## src/logic/dtc_cfg.svh

```systemverilog
// Register map, field positions and reset values of the dual timer/counter block
// Behaviour
// - Two independent timer/counters, each with a 16-bit counter.
// - Timer one input picked from pin lines four to seven by selector.
// - Timer one output can drive pin line zero.
// - Timer two input is pin line four; output drives pin line one.
// - Each timer has load register, counter and readable latch, 16 bits.
// - Load and latch are reached one byte per bus access.
// - No pin reserved; pin line zero free unless timer one drives it.
// - Clock and enable come from pins or scaled system clocks.
// - Clock rate of one timer is independent of the other.
// - Pin clocking acts on rising, falling or both edges.
// - Output pins still read back their true pin level.
// - Output value can be set before the pin is driven.
// - Pull-ups on lines four to seven and eleven only when requested.
// - Pull-ups stay off during init and self-test.
// - Lines zero to seven latch a low level until read.
// - Timing figures hold at the rated clock within ten percent.
// - Every pin input passes a synchroniser on the system clock.
// - Measurements complete in hardware regardless of reads.
`ifndef DTC_CFG_SVH
`define DTC_CFG_SVH

// ----------------------------------------------------------------
// Address map
// ----------------------------------------------------------------
`define DTC_OFS_CTRL      8'h00
`define DTC_OFS_PIN_DIR   8'h04
`define DTC_OFS_PIN_OUT   8'h08
`define DTC_OFS_PIN_IN    8'h0c
`define DTC_OFS_LOWDET    8'h10
`define DTC_BANK_COM      3'h0
`define DTC_BANK_TC1      3'h1
`define DTC_BANK_TC2      3'h2
`define DTC_TOFS_CFG      5'h00
`define DTC_TOFS_LOAD_LO  5'h04
`define DTC_TOFS_LOAD_HI  5'h08
`define DTC_TOFS_LATCH_LO 5'h0c
`define DTC_TOFS_LATCH_HI 5'h10

// ----------------------------------------------------------------
// Fields
// ----------------------------------------------------------------
`define DTC_CTRL_PULLUP   0
`define DTC_CTRL_INIT_OK  1
`define DTC_CFG_PRE_LO    0
`define DTC_CFG_PRE_HI    2
`define DTC_CFG_CLK_EXT   3
`define DTC_CFG_EDGE_LO   4
`define DTC_CFG_EDGE_HI   5
`define DTC_CFG_EN_PIN    6
`define DTC_CFG_OUT_EN    7
`define DTC_CFG_SEL_LO    8
`define DTC_CFG_SEL_HI    9
`define DTC_CFG_RUN       10
`define DTC_EDGE_RISE     2'h1
`define DTC_EDGE_FALL     2'h2
`define DTC_EDGE_BOTH     2'h3
`define DTC_PULL_MASK     12'h8f0
`define DTC_LOWDET_MASK   12'h0ff
`define DTC_PIN_TC_IN     4
`define DTC_PIN_TC1_OUT   0
`define DTC_PIN_TC2_OUT   1

// ----------------------------------------------------------------
// Reset values
// ----------------------------------------------------------------
`define DTC_RST_CTRL      2'h0
`define DTC_RST_PINS      12'h000
`define DTC_RST_LEVEL     12'hfff
`define DTC_RST_TOUT      2'h0
`define DTC_RST_WORD      16'h0000
`define DTC_RST_BYTE      8'h00
`define DTC_RST_DIV       16'h0000
`define DTC_CNT_TOP       16'hffff
`define DTC_RST_DATA      32'h0000_0000

`endif

```

## src/logic/dtc_pkg.sv

```systemverilog
// Types shared by the dual timer/counter block
package dtc_pkg;

    typedef enum logic [1:0] {
        DTC_BUS_IDLE = 2'b01,
        DTC_BUS_DONE = 2'b10
    } dtc_bus_state_type;

    typedef logic [15:0] dtc_word_type;
    typedef logic [11:0] dtc_pins_type;

endpackage : dtc_pkg

```

## src/logic/dtc_top.sv

```systemverilog
// Dual 16-bit timer/counter with pin sync, pull-ups and low-level latches
`timescale 1ns/10ps
`include "dtc_cfg.svh"

module dtc_top
    import dtc_pkg::*;
(
    input  wire logic        i_clk_sys,
    input  wire logic        i_reset,
    input  wire logic [7:0]  i_avs_address,
    input  wire logic        i_avs_read,
    input  wire logic        i_avs_write,
    input  wire logic [31:0] i_avs_writedata,
    input  wire logic [3:0]  i_avs_byteenable,
    output logic      [31:0] o_avs_readdata,
    output logic             o_avs_waitrequest,
    input  wire logic [11:0] i_pin_line,
    output logic      [11:0] o_pin_line_out,
    output logic      [11:0] o_pin_line_oe,
    output logic      [11:0] o_pullup_en
);

    // ----------------------------------------------------------------
    // Helpers
    // ----------------------------------------------------------------
    // Tick of the shared divider; each timer taps its own rate
    function automatic logic tick_of(input dtc_word_type d, input logic [2:0] e);
        dtc_word_type m;
        m = (16'h0002 << e) - 16'h0001;
        return (d & m) == m;
    endfunction : tick_of

    function automatic logic edge_hit(input logic c, input logic p, input logic [1:0] s);
        logic rise;
        logic fall;
        rise = c & ~p;
        fall = ~c & p;
        case (s)
            `DTC_EDGE_RISE: return rise;
            `DTC_EDGE_FALL: return fall;
            `DTC_EDGE_BOTH: return rise | fall;
            default:        return 1'b0;
        endcase
    endfunction : edge_hit

    function automatic dtc_pins_type wr12(input dtc_pins_type o, input logic [31:0] d,
                                          input logic [3:0] be);
        dtc_pins_type r;
        r = o;
        if (be[0]) begin
            r[7:0] = d[7:0];
        end
        if (be[1]) begin
            r[11:8] = d[11:8];
        end
        return r;
    endfunction : wr12

    // ----------------------------------------------------------------
    // Pin synchroniser
    // ----------------------------------------------------------------
    dtc_pins_type s1_r, s2_r, s3_r, lvl_r, lvl_d_r;
    dtc_pins_type lvl_nxt;

    always_comb begin
        lvl_nxt = lvl_r;
        for (int i = 0; i < 12; i++) begin
            if (s2_r[i] == s3_r[i]) begin
                lvl_nxt[i] = s3_r[i];
            end
        end
    end

    always_ff @(posedge i_clk_sys) begin
        if (i_reset) begin
            // Idle-high start, so reset itself leaves no false low or edge
            s1_r    <= `DTC_RST_LEVEL;
            s2_r    <= `DTC_RST_LEVEL;
            s3_r    <= `DTC_RST_LEVEL;
            lvl_r   <= `DTC_RST_LEVEL;
            lvl_d_r <= `DTC_RST_LEVEL;
        end else begin
            s1_r    <= i_pin_line;
            s2_r    <= s1_r;
            s3_r    <= s2_r;
            lvl_r   <= lvl_nxt;
            lvl_d_r <= lvl_r;
        end
    end

    // ----------------------------------------------------------------
    // Bus, registers and timers
    // ----------------------------------------------------------------
    dtc_bus_state_type state_r, state_nxt;
    logic              wait_r, wait_nxt;
    logic [31:0]       rdata_r, rdata_nxt;
    logic [1:0]        ctrl_r, ctrl_nxt;
    dtc_pins_type      dir_r, dir_nxt, pout_r, pout_nxt, ld_r, ld_nxt;
    dtc_pins_type      out_r, out_nxt, oe_r, oe_nxt, pull_r, pull_nxt;
    dtc_word_type      div_r, div_nxt;
    dtc_word_type      cfg_r   [2];
    dtc_word_type      cfg_nxt [2];
    dtc_word_type      load_r  [2];
    dtc_word_type      load_nxt[2];
    dtc_word_type      cnt_r   [2];
    dtc_word_type      cnt_nxt [2];
    dtc_word_type      lat_r   [2];
    dtc_word_type      lat_nxt [2];
    logic [7:0]        stg_r   [2];
    logic [7:0]        stg_nxt [2];
    logic [7:0]        hold_r  [2];
    logic [7:0]        hold_nxt[2];
    logic [1:0]        tout_r, tout_nxt;

    logic       req, acc, wr_go, rd_acc;
    logic [2:0] bank;
    logic [4:0] tofs;
    logic       tin, tprev, step, evt;
    int         tsel;

    always_comb begin
        req    = i_avs_read | i_avs_write;
        acc    = req && (state_r == DTC_BUS_IDLE);
        wr_go  = i_avs_write && (state_r == DTC_BUS_DONE);
        rd_acc = acc && i_avs_read;
        bank   = i_avs_address[7:5];
        tofs   = i_avs_address[4:0];

        state_nxt = acc ? DTC_BUS_DONE : DTC_BUS_IDLE;
        wait_nxt  = !acc;
        rdata_nxt = rdata_r;
        ctrl_nxt  = ctrl_r;
        dir_nxt   = dir_r;
        pout_nxt  = pout_r;
        div_nxt   = div_r + 16'h0001;
        tout_nxt  = tout_r;
        ld_nxt    = ld_r | (~lvl_r & `DTC_LOWDET_MASK);

        // Read data is formed when the request is taken
        if (rd_acc) begin
            rdata_nxt = `DTC_RST_DATA;
            if (bank == `DTC_BANK_COM) begin
                case (i_avs_address)
                    `DTC_OFS_CTRL:    rdata_nxt[1:0]  = ctrl_r;
                    `DTC_OFS_PIN_DIR: rdata_nxt[11:0] = dir_r;
                    `DTC_OFS_PIN_OUT: rdata_nxt[11:0] = pout_r;
                    `DTC_OFS_PIN_IN:  rdata_nxt[11:0] = lvl_r;
                    `DTC_OFS_LOWDET: begin
                        rdata_nxt[11:0] = ld_r;
                        // Only bits shown are cleared, so a new low is not lost
                        ld_nxt = (ld_r & ~ld_r) | (~lvl_r & `DTC_LOWDET_MASK);
                    end
                    default: rdata_nxt = `DTC_RST_DATA;
                endcase
            end
        end

        if (wr_go && bank == `DTC_BANK_COM) begin
            case (i_avs_address)
                `DTC_OFS_CTRL:    ctrl_nxt = i_avs_byteenable[0] ? i_avs_writedata[1:0] : ctrl_r;
                `DTC_OFS_PIN_DIR: dir_nxt  = wr12(dir_r, i_avs_writedata, i_avs_byteenable);
                // Written while undriven sets the first driven level
                `DTC_OFS_PIN_OUT: pout_nxt = wr12(pout_r, i_avs_writedata, i_avs_byteenable);
                default: ;
            endcase
        end

        for (int t = 0; t < 2; t++) begin
            cfg_nxt[t]  = cfg_r[t];
            load_nxt[t] = load_r[t];
            cnt_nxt[t]  = cnt_r[t];
            lat_nxt[t]  = lat_r[t];
            stg_nxt[t]  = stg_r[t];
            hold_nxt[t] = hold_r[t];

            // Timer one follows the selector, timer two is fixed
            tsel  = (t == 0) ? `DTC_PIN_TC_IN + int'(cfg_r[t][`DTC_CFG_SEL_HI:`DTC_CFG_SEL_LO])
                             : `DTC_PIN_TC_IN;
            tin   = lvl_r[tsel];
            tprev = lvl_d_r[tsel];
            // Pin clock with edge choice, else own scaled system clock
            step  = cfg_r[t][`DTC_CFG_CLK_EXT]
                  ? edge_hit(tin, tprev, cfg_r[t][`DTC_CFG_EDGE_HI:`DTC_CFG_EDGE_LO])
                  : tick_of(div_r, cfg_r[t][`DTC_CFG_PRE_HI:`DTC_CFG_PRE_LO]);
            evt   = cfg_r[t][`DTC_CFG_CLK_EXT]
                  ? tick_of(div_r, cfg_r[t][`DTC_CFG_PRE_HI:`DTC_CFG_PRE_LO])
                  : edge_hit(tin, tprev, cfg_r[t][`DTC_CFG_EDGE_HI:`DTC_CFG_EDGE_LO]);
            if (cfg_r[t][`DTC_CFG_EN_PIN] && !tin) begin
                step = 1'b0;
            end

            if (cfg_r[t][`DTC_CFG_RUN]) begin
                if (evt) begin
                    lat_nxt[t] = cnt_r[t];
                    cnt_nxt[t] = load_r[t];
                end else if (step) begin
                    if (cnt_r[t] == `DTC_CNT_TOP) begin
                        cnt_nxt[t]  = load_r[t];
                        tout_nxt[t] = ~tout_r[t];
                    end else begin
                        cnt_nxt[t] = cnt_r[t] + 16'h0001;
                    end
                end
            end

            if (bank == ((t == 0) ? `DTC_BANK_TC1 : `DTC_BANK_TC2)) begin
                if (rd_acc) begin
                    case (tofs)
                        `DTC_TOFS_CFG:     rdata_nxt[15:0] = cfg_r[t];
                        `DTC_TOFS_LOAD_LO: rdata_nxt[7:0]  = load_r[t][7:0];
                        `DTC_TOFS_LOAD_HI: rdata_nxt[7:0]  = load_r[t][15:8];
                        `DTC_TOFS_LATCH_LO: begin
                            rdata_nxt[7:0] = lat_r[t][7:0];
                            hold_nxt[t]    = lat_r[t][15:8];
                        end
                        `DTC_TOFS_LATCH_HI: rdata_nxt[7:0] = hold_r[t];
                        default: ;
                    endcase
                end
                if (wr_go) begin
                    case (tofs)
                        `DTC_TOFS_CFG: begin
                            if (i_avs_byteenable[0]) begin
                                cfg_nxt[t][7:0] = i_avs_writedata[7:0];
                            end
                            if (i_avs_byteenable[1]) begin
                                cfg_nxt[t][15:8] = i_avs_writedata[15:8];
                            end
                        end
                        // Low byte waits so the counter never sees half a value
                        `DTC_TOFS_LOAD_LO: stg_nxt[t] = i_avs_writedata[7:0];
                        `DTC_TOFS_LOAD_HI: load_nxt[t] = {i_avs_writedata[7:0], stg_r[t]};
                        default: ;
                    endcase
                end
            end
        end

        // Timer outputs claim their pin only when enabled
        out_nxt = pout_r;
        oe_nxt  = dir_r;
        if (cfg_r[0][`DTC_CFG_OUT_EN]) begin
            out_nxt[`DTC_PIN_TC1_OUT] = tout_r[0];
            oe_nxt[`DTC_PIN_TC1_OUT]  = 1'b1;
        end
        if (cfg_r[1][`DTC_CFG_OUT_EN]) begin
            out_nxt[`DTC_PIN_TC2_OUT] = tout_r[1];
            oe_nxt[`DTC_PIN_TC2_OUT]  = 1'b1;
        end

        // Held off until software marks init and self-test done
        pull_nxt = (ctrl_r[`DTC_CTRL_PULLUP] && ctrl_r[`DTC_CTRL_INIT_OK])
                 ? `DTC_PULL_MASK : `DTC_RST_PINS;
    end

    always_ff @(posedge i_clk_sys) begin
        if (i_reset) begin
            state_r <= DTC_BUS_IDLE;
            wait_r  <= 1'b1;
            rdata_r <= `DTC_RST_DATA;
            ctrl_r  <= `DTC_RST_CTRL;
            dir_r   <= `DTC_RST_PINS;
            pout_r  <= `DTC_RST_PINS;
            ld_r    <= `DTC_RST_PINS;
            out_r   <= `DTC_RST_PINS;
            oe_r    <= `DTC_RST_PINS;
            pull_r  <= `DTC_RST_PINS;
            div_r   <= `DTC_RST_DIV;
            tout_r  <= `DTC_RST_TOUT;
            for (int t = 0; t < 2; t++) begin
                cfg_r[t]  <= `DTC_RST_WORD;
                load_r[t] <= `DTC_RST_WORD;
                cnt_r[t]  <= `DTC_RST_WORD;
                lat_r[t]  <= `DTC_RST_WORD;
                stg_r[t]  <= `DTC_RST_BYTE;
                hold_r[t] <= `DTC_RST_BYTE;
            end
        end else begin
            state_r <= state_nxt;
            wait_r  <= wait_nxt;
            rdata_r <= rdata_nxt;
            ctrl_r  <= ctrl_nxt;
            dir_r   <= dir_nxt;
            pout_r  <= pout_nxt;
            ld_r    <= ld_nxt;
            out_r   <= out_nxt;
            oe_r    <= oe_nxt;
            pull_r  <= pull_nxt;
            div_r   <= div_nxt;
            tout_r  <= tout_nxt;
            for (int t = 0; t < 2; t++) begin
                cfg_r[t]  <= cfg_nxt[t];
                load_r[t] <= load_nxt[t];
                cnt_r[t]  <= cnt_nxt[t];
                lat_r[t]  <= lat_nxt[t];
                stg_r[t]  <= stg_nxt[t];
                hold_r[t] <= hold_nxt[t];
            end
        end
    end

    assign o_avs_readdata    = rdata_r;
    assign o_avs_waitrequest = wait_r;
    assign o_pin_line_out    = out_r;
    assign o_pin_line_oe     = oe_r;
    assign o_pullup_en       = pull_r;

endmodule : dtc_top

```

## config.mk

```make
export PLATFORM = sky130hd
export DESIGN_NAME = dtc_top
export DESIGN_NICKNAME = d
export VERILOG_FILES = /design/src/logic/dtc_pkg.sv /design/src/logic/dtc_top.sv
export VERILOG_INCLUDE_DIRS = /design/src /design/src/logic
export SDC_FILE = /design/constraint.sdc
export NUM_CORES = 1
export LEC_CHECK = 0
export ABC_AREA = 1
export ABC_CLOCK_PERIOD_IN_PS = 5400
export BUFFER_PORTS_ARGS = -buffer_cell sky130_fd_sc_hd__buf_2
export CORE_ASPECT_RATIO = 0.75
export CORE_MARGIN = 2
export CORE_UTILIZATION = 50
export CTS_CLUSTER_SIZE = 20
export DETAILED_ROUTE_END_ITERATION = 16
export GPL_TIMING_DRIVEN = 0
export PLACE_DENSITY = 0.71
export SLEW_MARGIN = 20
export SYNTH_ARGS = -nofsm -noshare
export SYNTH_HDL_FRONTEND = slang
export SYNTH_SLANG_ARGS = --single-unit
```

## constraint.sdc

```tcl
create_clock -name i_clk_sys -period 5.4 [get_ports i_clk_sys]
set_input_delay 0.54 -clock i_clk_sys [delete_from_list [all_inputs] [get_ports i_clk_sys]]
set_output_delay 0.54 -clock i_clk_sys [all_outputs]
set_load 0.005 [all_outputs]
```

Word-level counts from Yosys, hierarchy flattened

Memory sizes are Yosys's and may differ from the RTL's.
Index checks and enable logic that the tools add are counted.

Shifts and indexed selects: 2
Mux-type cells: 90
Bitwise logic cells: 34
Magnitude comparators: 1
Reductions and logical operators: 20
Eq/ne operators: 34
$add $sub $neg: 6

Operators with widths:

| kind                                                 | count |
|---|---|
| two-way mux 16 bit                                   | 37 |
| two-way mux 8 bit                                    | 22 |
| one-hot mux 8 bit (5 select lines)                   | 2 |
| two-way mux 12 bit                                   | 5 |
| adder 16 x 1 -> 16 bit (second input constant)       | 3 |
| one-hot mux 10 bit (4 select lines)                  | 1 |
| bitwise AND 16 bit                                   | 2 |
| equality test 16 bit                                 | 2 |
| equality test 16 bit (second input constant)         | 2 |
| << shifter 2 x 3 -> 16 bit (first input constant)    | 2 |
| subtractor 16 x 1 -> 16 bit (second input constant)  | 2 |
| bitwise OR 12 x 8 -> 12 bit                          | 2 |
| two-way mux 1 bit                                    | 17 |
| equality test 8 x 4 -> 1 bit (second input constant) | 2 |
| bitwise OR 1 bit                                     | 15 |
| AND reduction 3 bit                                  | 5 |
| bitwise AND 12 bit                                   | 1 |
| equality test 1 bit                                  | 12 |
| NOT 12 bit                                           | 1 |
| equality test 2 bit (second input constant)          | 5 |
| equality test 5 x 4 -> 1 bit (second input constant) | 2 |
| one-hot mux 2 bit (5 select lines)                   | 1 |
| binary-select mux 1 bit (select 4 bit)               | 2 |
| equality test 8 x 3 -> 1 bit (second input constant) | 1 |
| other kinds (19)                                     | 41 |

Flip-flop bits (word level): 171
Bits of input ports: 60
Memories kept: 6
Word-level logic and storage cells: 224
Bits in writable memories: 160

Memories:

| name   | words | bits a word | rd ports | clocked after memory_dff | write ports | RTL line       | text |
|---|---|---|---|---|---|---|---|
| cfg_r  | 2     | 16          | 2        | 0                        | 2           | dtc_top.sv:101 | `dtc_word_type cfg_r [2];` |
| cnt_r  | 2     | 16          | 2        | 0                        | 2           | dtc_top.sv:105 | `dtc_word_type cnt_r [2];` |
| lat_r  | 2     | 16          | 2        | 0                        | 2           | dtc_top.sv:107 | `dtc_word_type lat_r [2];` |
| load_r | 2     | 16          | 2        | 0                        | 2           | dtc_top.sv:103 | `dtc_word_type load_r [2];` |
| hold_r | 2     | 8           | 2        | 0                        | 2           | dtc_top.sv:111 | `logic [7:0] hold_r [2];` |
| stg_r  | 2     | 8           | 2        | 0                        | 2           | dtc_top.sv:109 | `logic [7:0] stg_r [2];` |

Longest topological paths before layout

Gate-level depths: netlist (run 1).
An unclocked memory read counts as a cell.

Word-level depth: 15
Mapped depth: 17
Depth with buffers taken out: 16

Worst setup path after synthesis (run 1)

No wires, ideal clock.

Kind: register -> register
From: mem cfg_r[0][8] in the netlist's numbering
To: mem cnt_r[0][0] in the netlist's numbering
Data arrival time: 1.794 ns
Data required time: 5.289 ns
Buffers on the path: 1
Setup slack: 3.494 ns
Period minus slack after synthesis: 1.906 ns
Setup time: 0.111 ns
Stages on the path, launching flop included: 15
Cells stage by stage: dfxtp_1 > nand2_1 > a32oi_1 > ha_1 > nand2_1 > nand3_1 > nand2_1 > nand2_1 > nand2_4 > nand2_4 > nand2_4 > inv_4 > buf_6 > nor2_1 > nor2_1

RTL lines:

| element            | RTL line |
|---|---|
| start: declaration | dtc_top.sv:101 |
| end: declaration   | dtc_top.sv:105 |

==> results of run 1 <==
-- layout make-up --
cell class	count	area (um2)	share of cell area [%]
clock inverter	13	168	1.06
timing repair buffer	86	430	2.73
tap	351	439	2.78
inverter	230	871	5.52
sequential	299	5990	37.9
clock buffer	39	835	5.29
multi-input combinational	1326	6390	40.5
buffer	107	669	4.24
-- power groups by stage --
stage	clock (mW)	combinational, mW	sequential, mW
floorplan	0	0.114	2.28
global placement	0	0.196	2.28
detailed placement	0	0.199	2.28
CTS	2.16	0.200	2.23
global route	2.24	0.222	2.23
finish	2.15	0.208	2.23
-- logic make-up (layout without fill, tap and decap cells) --
family / count (synthesis) / after routing
AND/OR/NAND/NOR: 848 / 848
AO/OA/AOI/OAI: 440 / 440
buffers and inverters: 337 / 475
flip-flops: 299 / 299
XOR/XNOR: 8 / 8
adder cells (fa/ha/maj): 7 / 7
other: 1 / 23
-- worst max-delay path, delay by kind of cell, from the launching register on --
| kind | cells | cell delay, ns |
|---|---|---|
| DFF | 1 | 0.44 |
| AOI/OAI and AO/OA | 1 | 0.45 |
| and+or+nand+nor | 9 | 0.99 |
| buffers and inverters | 3 | 0.30 |
| adders and majority gates | 1 | 0.33 |
-- how the worst min path moves through the flow --
stage          slack, ns                  to          startpoint  depth (start not counted)
3_3_place_gp        0.39  s2_r[7]$_SDFF_PP1_  s1_r[7]$_SDFF_PP1_                          1
4_1_cts             0.13  s1_r[5]$_SDFF_PP1_       i_pin_line[5]                          2
3_5_place_dp        0.39  s2_r[6]$_SDFF_PP1_  s1_r[6]$_SDFF_PP1_                          1
6_report            0.14  s1_r[5]$_SDFF_PP1_       i_pin_line[5]                          2
2_1_floorplan       0.39  s2_r[0]$_SDFF_PP1_  s1_r[0]$_SDFF_PP1_                          1
5_1_grt             0.13  s1_r[5]$_SDFF_PP1_       i_pin_line[5]                          2
-- layer usage --
| layer | track usage (%) | part of all wire (%) | vias up |
|---|---|---|---|
| li1 | - | - | 6497 |
| met1 | 44.4 | 45 | 6062 |
| met2 | 44.2 | 41 | 667 |
| met3 | 8.17 | 12 | 83 |
| met4 | 7.05 | 2.5 | 0 |
| met5 | 0 | 0 | - |
-- per-stage QoR --
step / worst slack (ns) / instances
after floorplan: 3.49 / 1962
after global placement: 2.96 / 2399
after detailed placement: 2.92 / 2399
after CTS: 2.91 / 2451
after global routing: 2.69 / 2451
final: 2.77 / 2451
-- registers in the layout, summed over array words and instances (netlist names), 16 cells and up --
| name | flops |
|---|---|
| load_r | 32 |
| cfg_r | 32 |
| hold_r | 16 |
| stg_r | 16 |
| o_avs_readdata | 16 |
| lat_r | 32 |
| cnt_r | 32 |
-- placed cells by master, fill, tap and decap left out, types with 3 or more instances in the layout --
master / count
o22ai_1: 19
clkinv_2: 4
nand3_1: 123
nor2_2: 12
a21oi_1: 191
bufinv_16: 3
nor3_1: 5
clkinvlp_4: 4
o211ai_1: 4
nor2_4: 9
o21ai_1: 16
nand3b_1: 8
o21ai_0: 198
nand2_1: 392
nand3_2: 4
xnor2_1: 4
dfxtp_1: 299
inv_1: 210
buf_4: 34
clkbuf_8: 5
nand2_2: 27
inv_2: 15
o21bai_1: 4
nor2_1: 187
nand2_4: 11
nand4_1: 22
xor2_1: 4
ha_1: 7
buf_2: 108
or2_2: 43
inv_4: 3
clkbuf_16: 30
conb_1: 23
buf_6: 15
clkbuf_1: 40
==> impl_metrics.csv, run 1 <==
group,metric,value,unit
outcome,outcome,"complete, no violations",
power_and_ir_drop,seq_power_share,48.6,%
logic_synthesis,ys_warn_count,0,
clocking,clock_latency,0.58,ns
detailed_routing,wl_per_cell,18.2,um
logic_synthesis,synth_mux_area_share,0,%
cells_and_area,antenna_cells,0,
logic_synthesis,synthXorXnorAreaFrac,0.507,%
placement,place.gp.congestion,0.950,
logic_synthesis,synthTopCellsByArea,"dfxtp_1 43%, nand2_1 11%, o21ai_0 7.2%",
detailed_routing,viasPerCell,5.43,
cells_and_area,areaGrowthSynthToFinish,14.1,%
die,die_h,148,um
sta,worst_slew_pin_slew,0.887,ns
placement,placed_area,14800,um2
logic_synthesis,postSynthCellCount,1940,
grt,grt_max_degree,16,
cells_and_area,fin_area,15800,um2
critical_path,slowest_delay,0.45,ns
die,die_area,29000,um2
logic_synthesis,synth_top_area_share,43.3,%
sta,min_period,2.63,ns
die,core-area,27100,um2
die,io_pins,129,
critical_path,cp_data_arrival_time,3.09,ns
power_and_ir_drop,power.density,291,nW/um2
critical_path,rr_startpoint,"cfg_r[0][8]$_SDFFE_PP0P_",
die,start_util,51.1,%
logic_synthesis,synthSimpleGateAreaFrac,28.0,%
power_and_ir_drop,leakage,6.92,nW
clocking,clock_tree.buffer_depth,3,
grt,grt_pass1_wl,67.4,mm
clocking,cts_resized,0,
sta,grt_setup_unrepaired,"no",
sta,slew_headroom,40.8,%
detailed_routing,wirelength,44.7,mm
critical_path,cp-endpoint,"cnt_r[0][3]$_SDFFE_PP0P_",
placement,port-buffer-count,86,
critical_path,worstSetupPathType,"flip-flop to flip-flop",
logic_synthesis,synth_ff_type,"dfxtp_1",
power_and_ir_drop,combPwrFrac,4.5,%
die,num_rows,52,
power_and_ir_drop,switching_power,1.08,mW
grt,grt_pass1_vias,11805,
sta,period_share,48.7,%
detailed_routing,vias,13309,
cells_and_area,fin_util,58.3,%
critical_path,crit_start,"cfg_r[0][8]$_SDFFE_PP0P_",
flow_run,cap_viol_max_count,0,
logic_synthesis,synth_area,13800,um2
clocking,cts.sinks,299,
clocking,cts_hold_buffers,0,
critical_path,critPathLaunchType,"flip-flop",
power_and_ir_drop,fin_total_pwr,4.59,mW
sta,fmax,0.380,GHz
logic_synthesis,synth_cell_types,40,
clocking,tritoncts,"done",
critical_path,cp.required,5.86,ns
sta,finalMaxSlewViolations,0,
power_and_ir_drop,peakVddDrop,0.331,mV
power_and_ir_drop,swShare,23.4,%
critical_path,r2r_end,"cnt_r[0][3]$_SDFFE_PP0P_",
clocking,cts_buffers,30,
power_and_ir_drop,intPower,3.51,mW
sta,clock_skew,0.0180,ns
logic_synthesis,synth.avg_cell_area,7.13,um2
logic_synthesis,seq_area_frac_synth,43.3,%
logic_synthesis,synthArstFlopShare,0,%
grt,grt_antenna_before_repair,0,
critical_path,critPathCaptureType,"flip-flop",
clocking,cts.clk_slew.worst_paths,0.06,ns
grt,grt_use_total,30.3,%
placement,dp_hpwl,33.8,mm
sta,hold_ws,0.139,ns
cells_and_area,drive_gt1_share,16.0,%
detailed_routing,drc,0,
clocking,cts_setup_buffers,0,
critical_path,cpMostUsedCell,"nand3_1",
cells_and_area,fin_nets,2147,
critical_path,slowest_stage,"a32oi_1",
sta,finalHoldViolations,0,
logic_synthesis,synth_fa_ha_area_share,0.633,%
detailed_routing,dr.pass1.iters,6,
clocking,h-tree-depth,1,
sta,setup_tns,0,ns
critical_path,crit_path_max_fanout,10,
die,chipWidth,196,um
min_path,min_path_type,"input pin to flip-flop",
critical_path,reg2reg_depth,14,
logic_synthesis,yosysMostFrequentCell,"nand2_1",
sta,setup_viol,0,
grt,overflow,0,
logic_synthesis,synth_edf_count,0,
logic_synthesis,ys_top_cells_by_count,"392 x nand2_1, 299 x dfxtp_1, 210 x inv_1, 198 x o21ai_0, 191 x a21oi_1",
power_and_ir_drop,p_clk_share,46.9,%
critical_path,path_cells,"nand2_1, a32oi_1, ha_1, nand2_1, nand3_1, nand3_1, nand3_1, inv_2, nand2_4, nand2_4, inv_4, buf_6, nor2_1, nor2_1",
cells_and_area,n_fill_cell,2591,
logic_synthesis,synth_top_family_by_area,"simple AND/OR/NAND/NOR gates",
critical_path,r2r_slack,2.77,ns
logic_synthesis,synth-compound-area-share,16.4,%
detailed_routing,first_iter_violations,1631,
logic_synthesis,yosys.area.top_type,"dfxtp_1",
logic_synthesis,ys_seq_elements,299,
clocking,ctsRootBufferMaster,"clkbuf_16",
detailed_routing,ant_nets,0,
No activity file was read; power rests on OpenSTA's default activity.
==> run 2: changes to the inputs <==
--- a/config.mk
+++ b/config.mk
@@ -7,7 +7,7 @@
 export NUM_CORES = 1
 export LEC_CHECK = 0
 export ABC_AREA = 1
-export ABC_CLOCK_PERIOD_IN_PS = 5400
+export ABC_CLOCK_PERIOD_IN_PS = 2300
 export BUFFER_PORTS_ARGS = -buffer_cell sky130_fd_sc_hd__buf_2
 export CORE_ASPECT_RATIO = 0.75
 export CORE_MARGIN = 2
@@ -15,7 +15,7 @@
 export CTS_CLUSTER_SIZE = 20
 export DETAILED_ROUTE_END_ITERATION = 16
 export GPL_TIMING_DRIVEN = 0
-export PLACE_DENSITY = 0.71
+export PLACE_DENSITY = 0.74
 export SLEW_MARGIN = 20
 export SYNTH_ARGS = -nofsm -noshare
 export SYNTH_HDL_FRONTEND = slang
==> constraint.sdc (replaced) <==
create_clock -name i_clk_sys -period 2.3 [get_ports i_clk_sys]
set_input_delay 0.23 -clock i_clk_sys [delete_from_list [all_inputs] [get_ports i_clk_sys]]
set_output_delay 0.23 -clock i_clk_sys [all_outputs]
set_load 0.005 [all_outputs]
==> run 2 against run 1 <==
Hold slack got worse by 0.12 ns. Global-route usage rose by 0.29 points. Core utilization rose by 1.6 points. First-iteration DRC count rose by 5.3%. Sequential share of layout area fell by 1.0 points. Setup slack got worse by 2.7 ns. Register-to-register slack got worse by 2.7 ns. Clock power rose by 140%. Critical path depth rose by 2. Die area did not move. Critical path type unchanged.
==> impl_metrics.csv, run 2 (synthesized netlist as in run 1, its figures left out) <==
group,metric,value,unit
outcome,outcome,"complete, no violations",
cells_and_area,fin_area,16200,um2
placement,port-buffer-count,86,
cells_and_area,areaGrowthSynthToFinish,17.3,%
cells_and_area,multi_input_area,6520,um2
cells_and_area,n_fill_cell,2477,
detailed_routing,first_iter_violations,1717,
critical_path,cp.required,2.76,ns
clocking,h-tree-depth,1,
clocking,cts.sinks,299,
cells_and_area,final_common_cell,"nand2_1",
placement,placed_area,14800,um2
grt,grt_use_total,30.6,%
die,start_util,51.1,%
placement,place.gp.congestion,0.995,
sta,slew_headroom,42.9,%
cells_and_area,regArea,5990,um2
power_and_ir_drop,peakVddDrop,0.597,mV
critical_path,cp_data_arrival_time,2.67,ns
cells_and_area,drive_gt1_share,17.0,%
clocking,clock_tree.buffer_depth,3,
sta,finalMaxSlewViolations,0,
critical_path,crit_path_max_fanout,10,
placement,dp_hpwl,33.1,mm
cells_and_area,final_cell_mix,"387 x nand2_1, 296 x dfxtp_1, 209 x inv_1",
sta,min_period,2.20,ns
die,chipWidth,196,um
detailed_routing,vias,13835,
clocking,cts_buffers,28,
cells_and_area,fin_cells,2476,
sta,setup_tns,0,ns
die,num_rows,52,
flow_run,cap_viol_max_count,0,
min_path,hold_depth,4,
critical_path,reg2reg_depth,16,
clocking,cts.clk_slew.worst_paths,0.07,ns
min_path,min_path_type,"input pin to flip-flop",
detailed_routing,wirelength,45.4,mm
power_and_ir_drop,leakage,7.03,nW
detailed_routing,ant_nets,0,
detailed_routing,dr.pass1.iters,6,
sta,period_share,95.8,%
sta,setup_viol,0,
cells_and_area,antenna_cells,0,
sta,worst_slew_pin_slew,0.856,ns
power_and_ir_drop,fin_total_pwr,10.9,mW
power_and_ir_drop,power.density,674,nW/um2
sta,setup_ws,0.0975,ns
placement,dpl_worst_slack,-0.157,ns
die,die_area,29000,um2
cells_and_area,fin_nets,2170,
grt,grt_pass1_vias,12308,
clocking,tritoncts,"done",
critical_path,worstSetupPathType,"flip-flop to flip-flop",
detailed_routing,drc,0,
placement,placedCellCount,2399,
detailed_routing,viasPerCell,5.59,
grt,grt_antenna_before_repair,2,
sta,finalHoldViolations,0,
clocking,clock_latency,0.57,ns
die,io_pins,129,
clocking,ctsRootBufferMaster,"clkbuf_16",
grt,grt_pass1_wl,68.4,mm
critical_path,critPathLaunchType,"flip-flop",
grt,grt_max_degree,16,
detailed_routing,wl_per_cell,18.3,um
sta,clock_skew,0.0124,ns
sta,fmax,0.454,GHz
die,die_h,148,um
critical_path,critPathCaptureType,"flip-flop",
grt,overflow,0,
die,core-area,27100,um2
-- run 2: routing by layer --
| metal | routed length (um) | up-vias | share of wire (%) | track usage (%) |
|---|---|---|---|---|
| li1 | - | 6529 | - | - |
| met1 | 19400 | 6376 | 43 | 43.1 |
| met2 | 18600 | 800 | 41 | 44.8 |
| met3 | 5530 | 128 | 12 | 8.10 |
| met4 | 1740 | 2 | 3.8 | 10.8 |
| met5 | 77 | - | 0.17 | 2.02 |
-- run 2: through the flow --
| stage | utilization, % | hold slack [ns] |
|---|---|---|
| 2_1_floorplan | - | 0.334 |
| 3_3_place_gp | 54.6 | 0.394 |
| 3_5_place_dp | 54.6 | 0.393 |
| 4_1_cts | 59.3 | 0.00969 |
| 5_1_grt | 59.9 | 0.0424 |
| 6_report | 59.9 | 0.0193 |
-- run 2: critical path, stage by stage (launching register included) --
cell and delay [ns]:
dfxtp_2 0.33, inv_1 0.05, nor2_1 0.09, inv_1 0.08, a32oi_4 0.32, inv_1 0.08
ha_1 0.20, nand3_2 0.12, nand2_2 0.07, nand2_2 0.08, nand2_4 0.08, buf_4 0.16
buf_6 0.14, nand2_1 0.06, nand2_1 0.08, nor2_4 0.11, nor2_1 0.04
-- run 2: path summary, 6_finish.rpt --
check | start | endpoint | slack (ns)
max | lvl_d_r[4]$_SDFF_PP1_ | cnt_r[0][11]$_SDFFE_PP0P_ | 0.1
min | i_avs_read | state_r[0]$_SDFF_PP1_ | 0.02
max reg2reg | lvl_d_r[4]$_SDFF_PP1_ | cnt_r[0][11]$_SDFFE_PP0P_ | 0.1
min reg2reg | s1_r[2]$_SDFF_PP1_ | s2_r[2]$_SDFF_PP1_ | 0.41
-- run 2: cell type report --
| class | instances | share of cell area [%] |
|---|---|---|
| buffer | 107 | 4.20 |
| clock buffer | 42 | 5.21 |
| clock inverter | 10 | 1.15 |
| inverter | 230 | 5.40 |
| multi-input combinational | 1326 | 40.2 |
| sequential | 299 | 36.9 |
| tap | 351 | 2.71 |
| timing repair buffer | 111 | 4.23 |
-- run 2: timing repair --
item,CTS,global route
hold buffers,20,0
pin swaps,3,8
setup endpoints to repair,32,34
gates cloned,0,1
setup buffers,2,2
gates resized for setup,8,36
endpoints found under the hold margin,30,0
-- run 2: power breakdown --
group	internal (mW)	switching, mW	total (mW)
Clock	3.10	2.09	5.19
Combinational	0.162	0.355	0.517
Sequential	5.21	0.0201	5.23
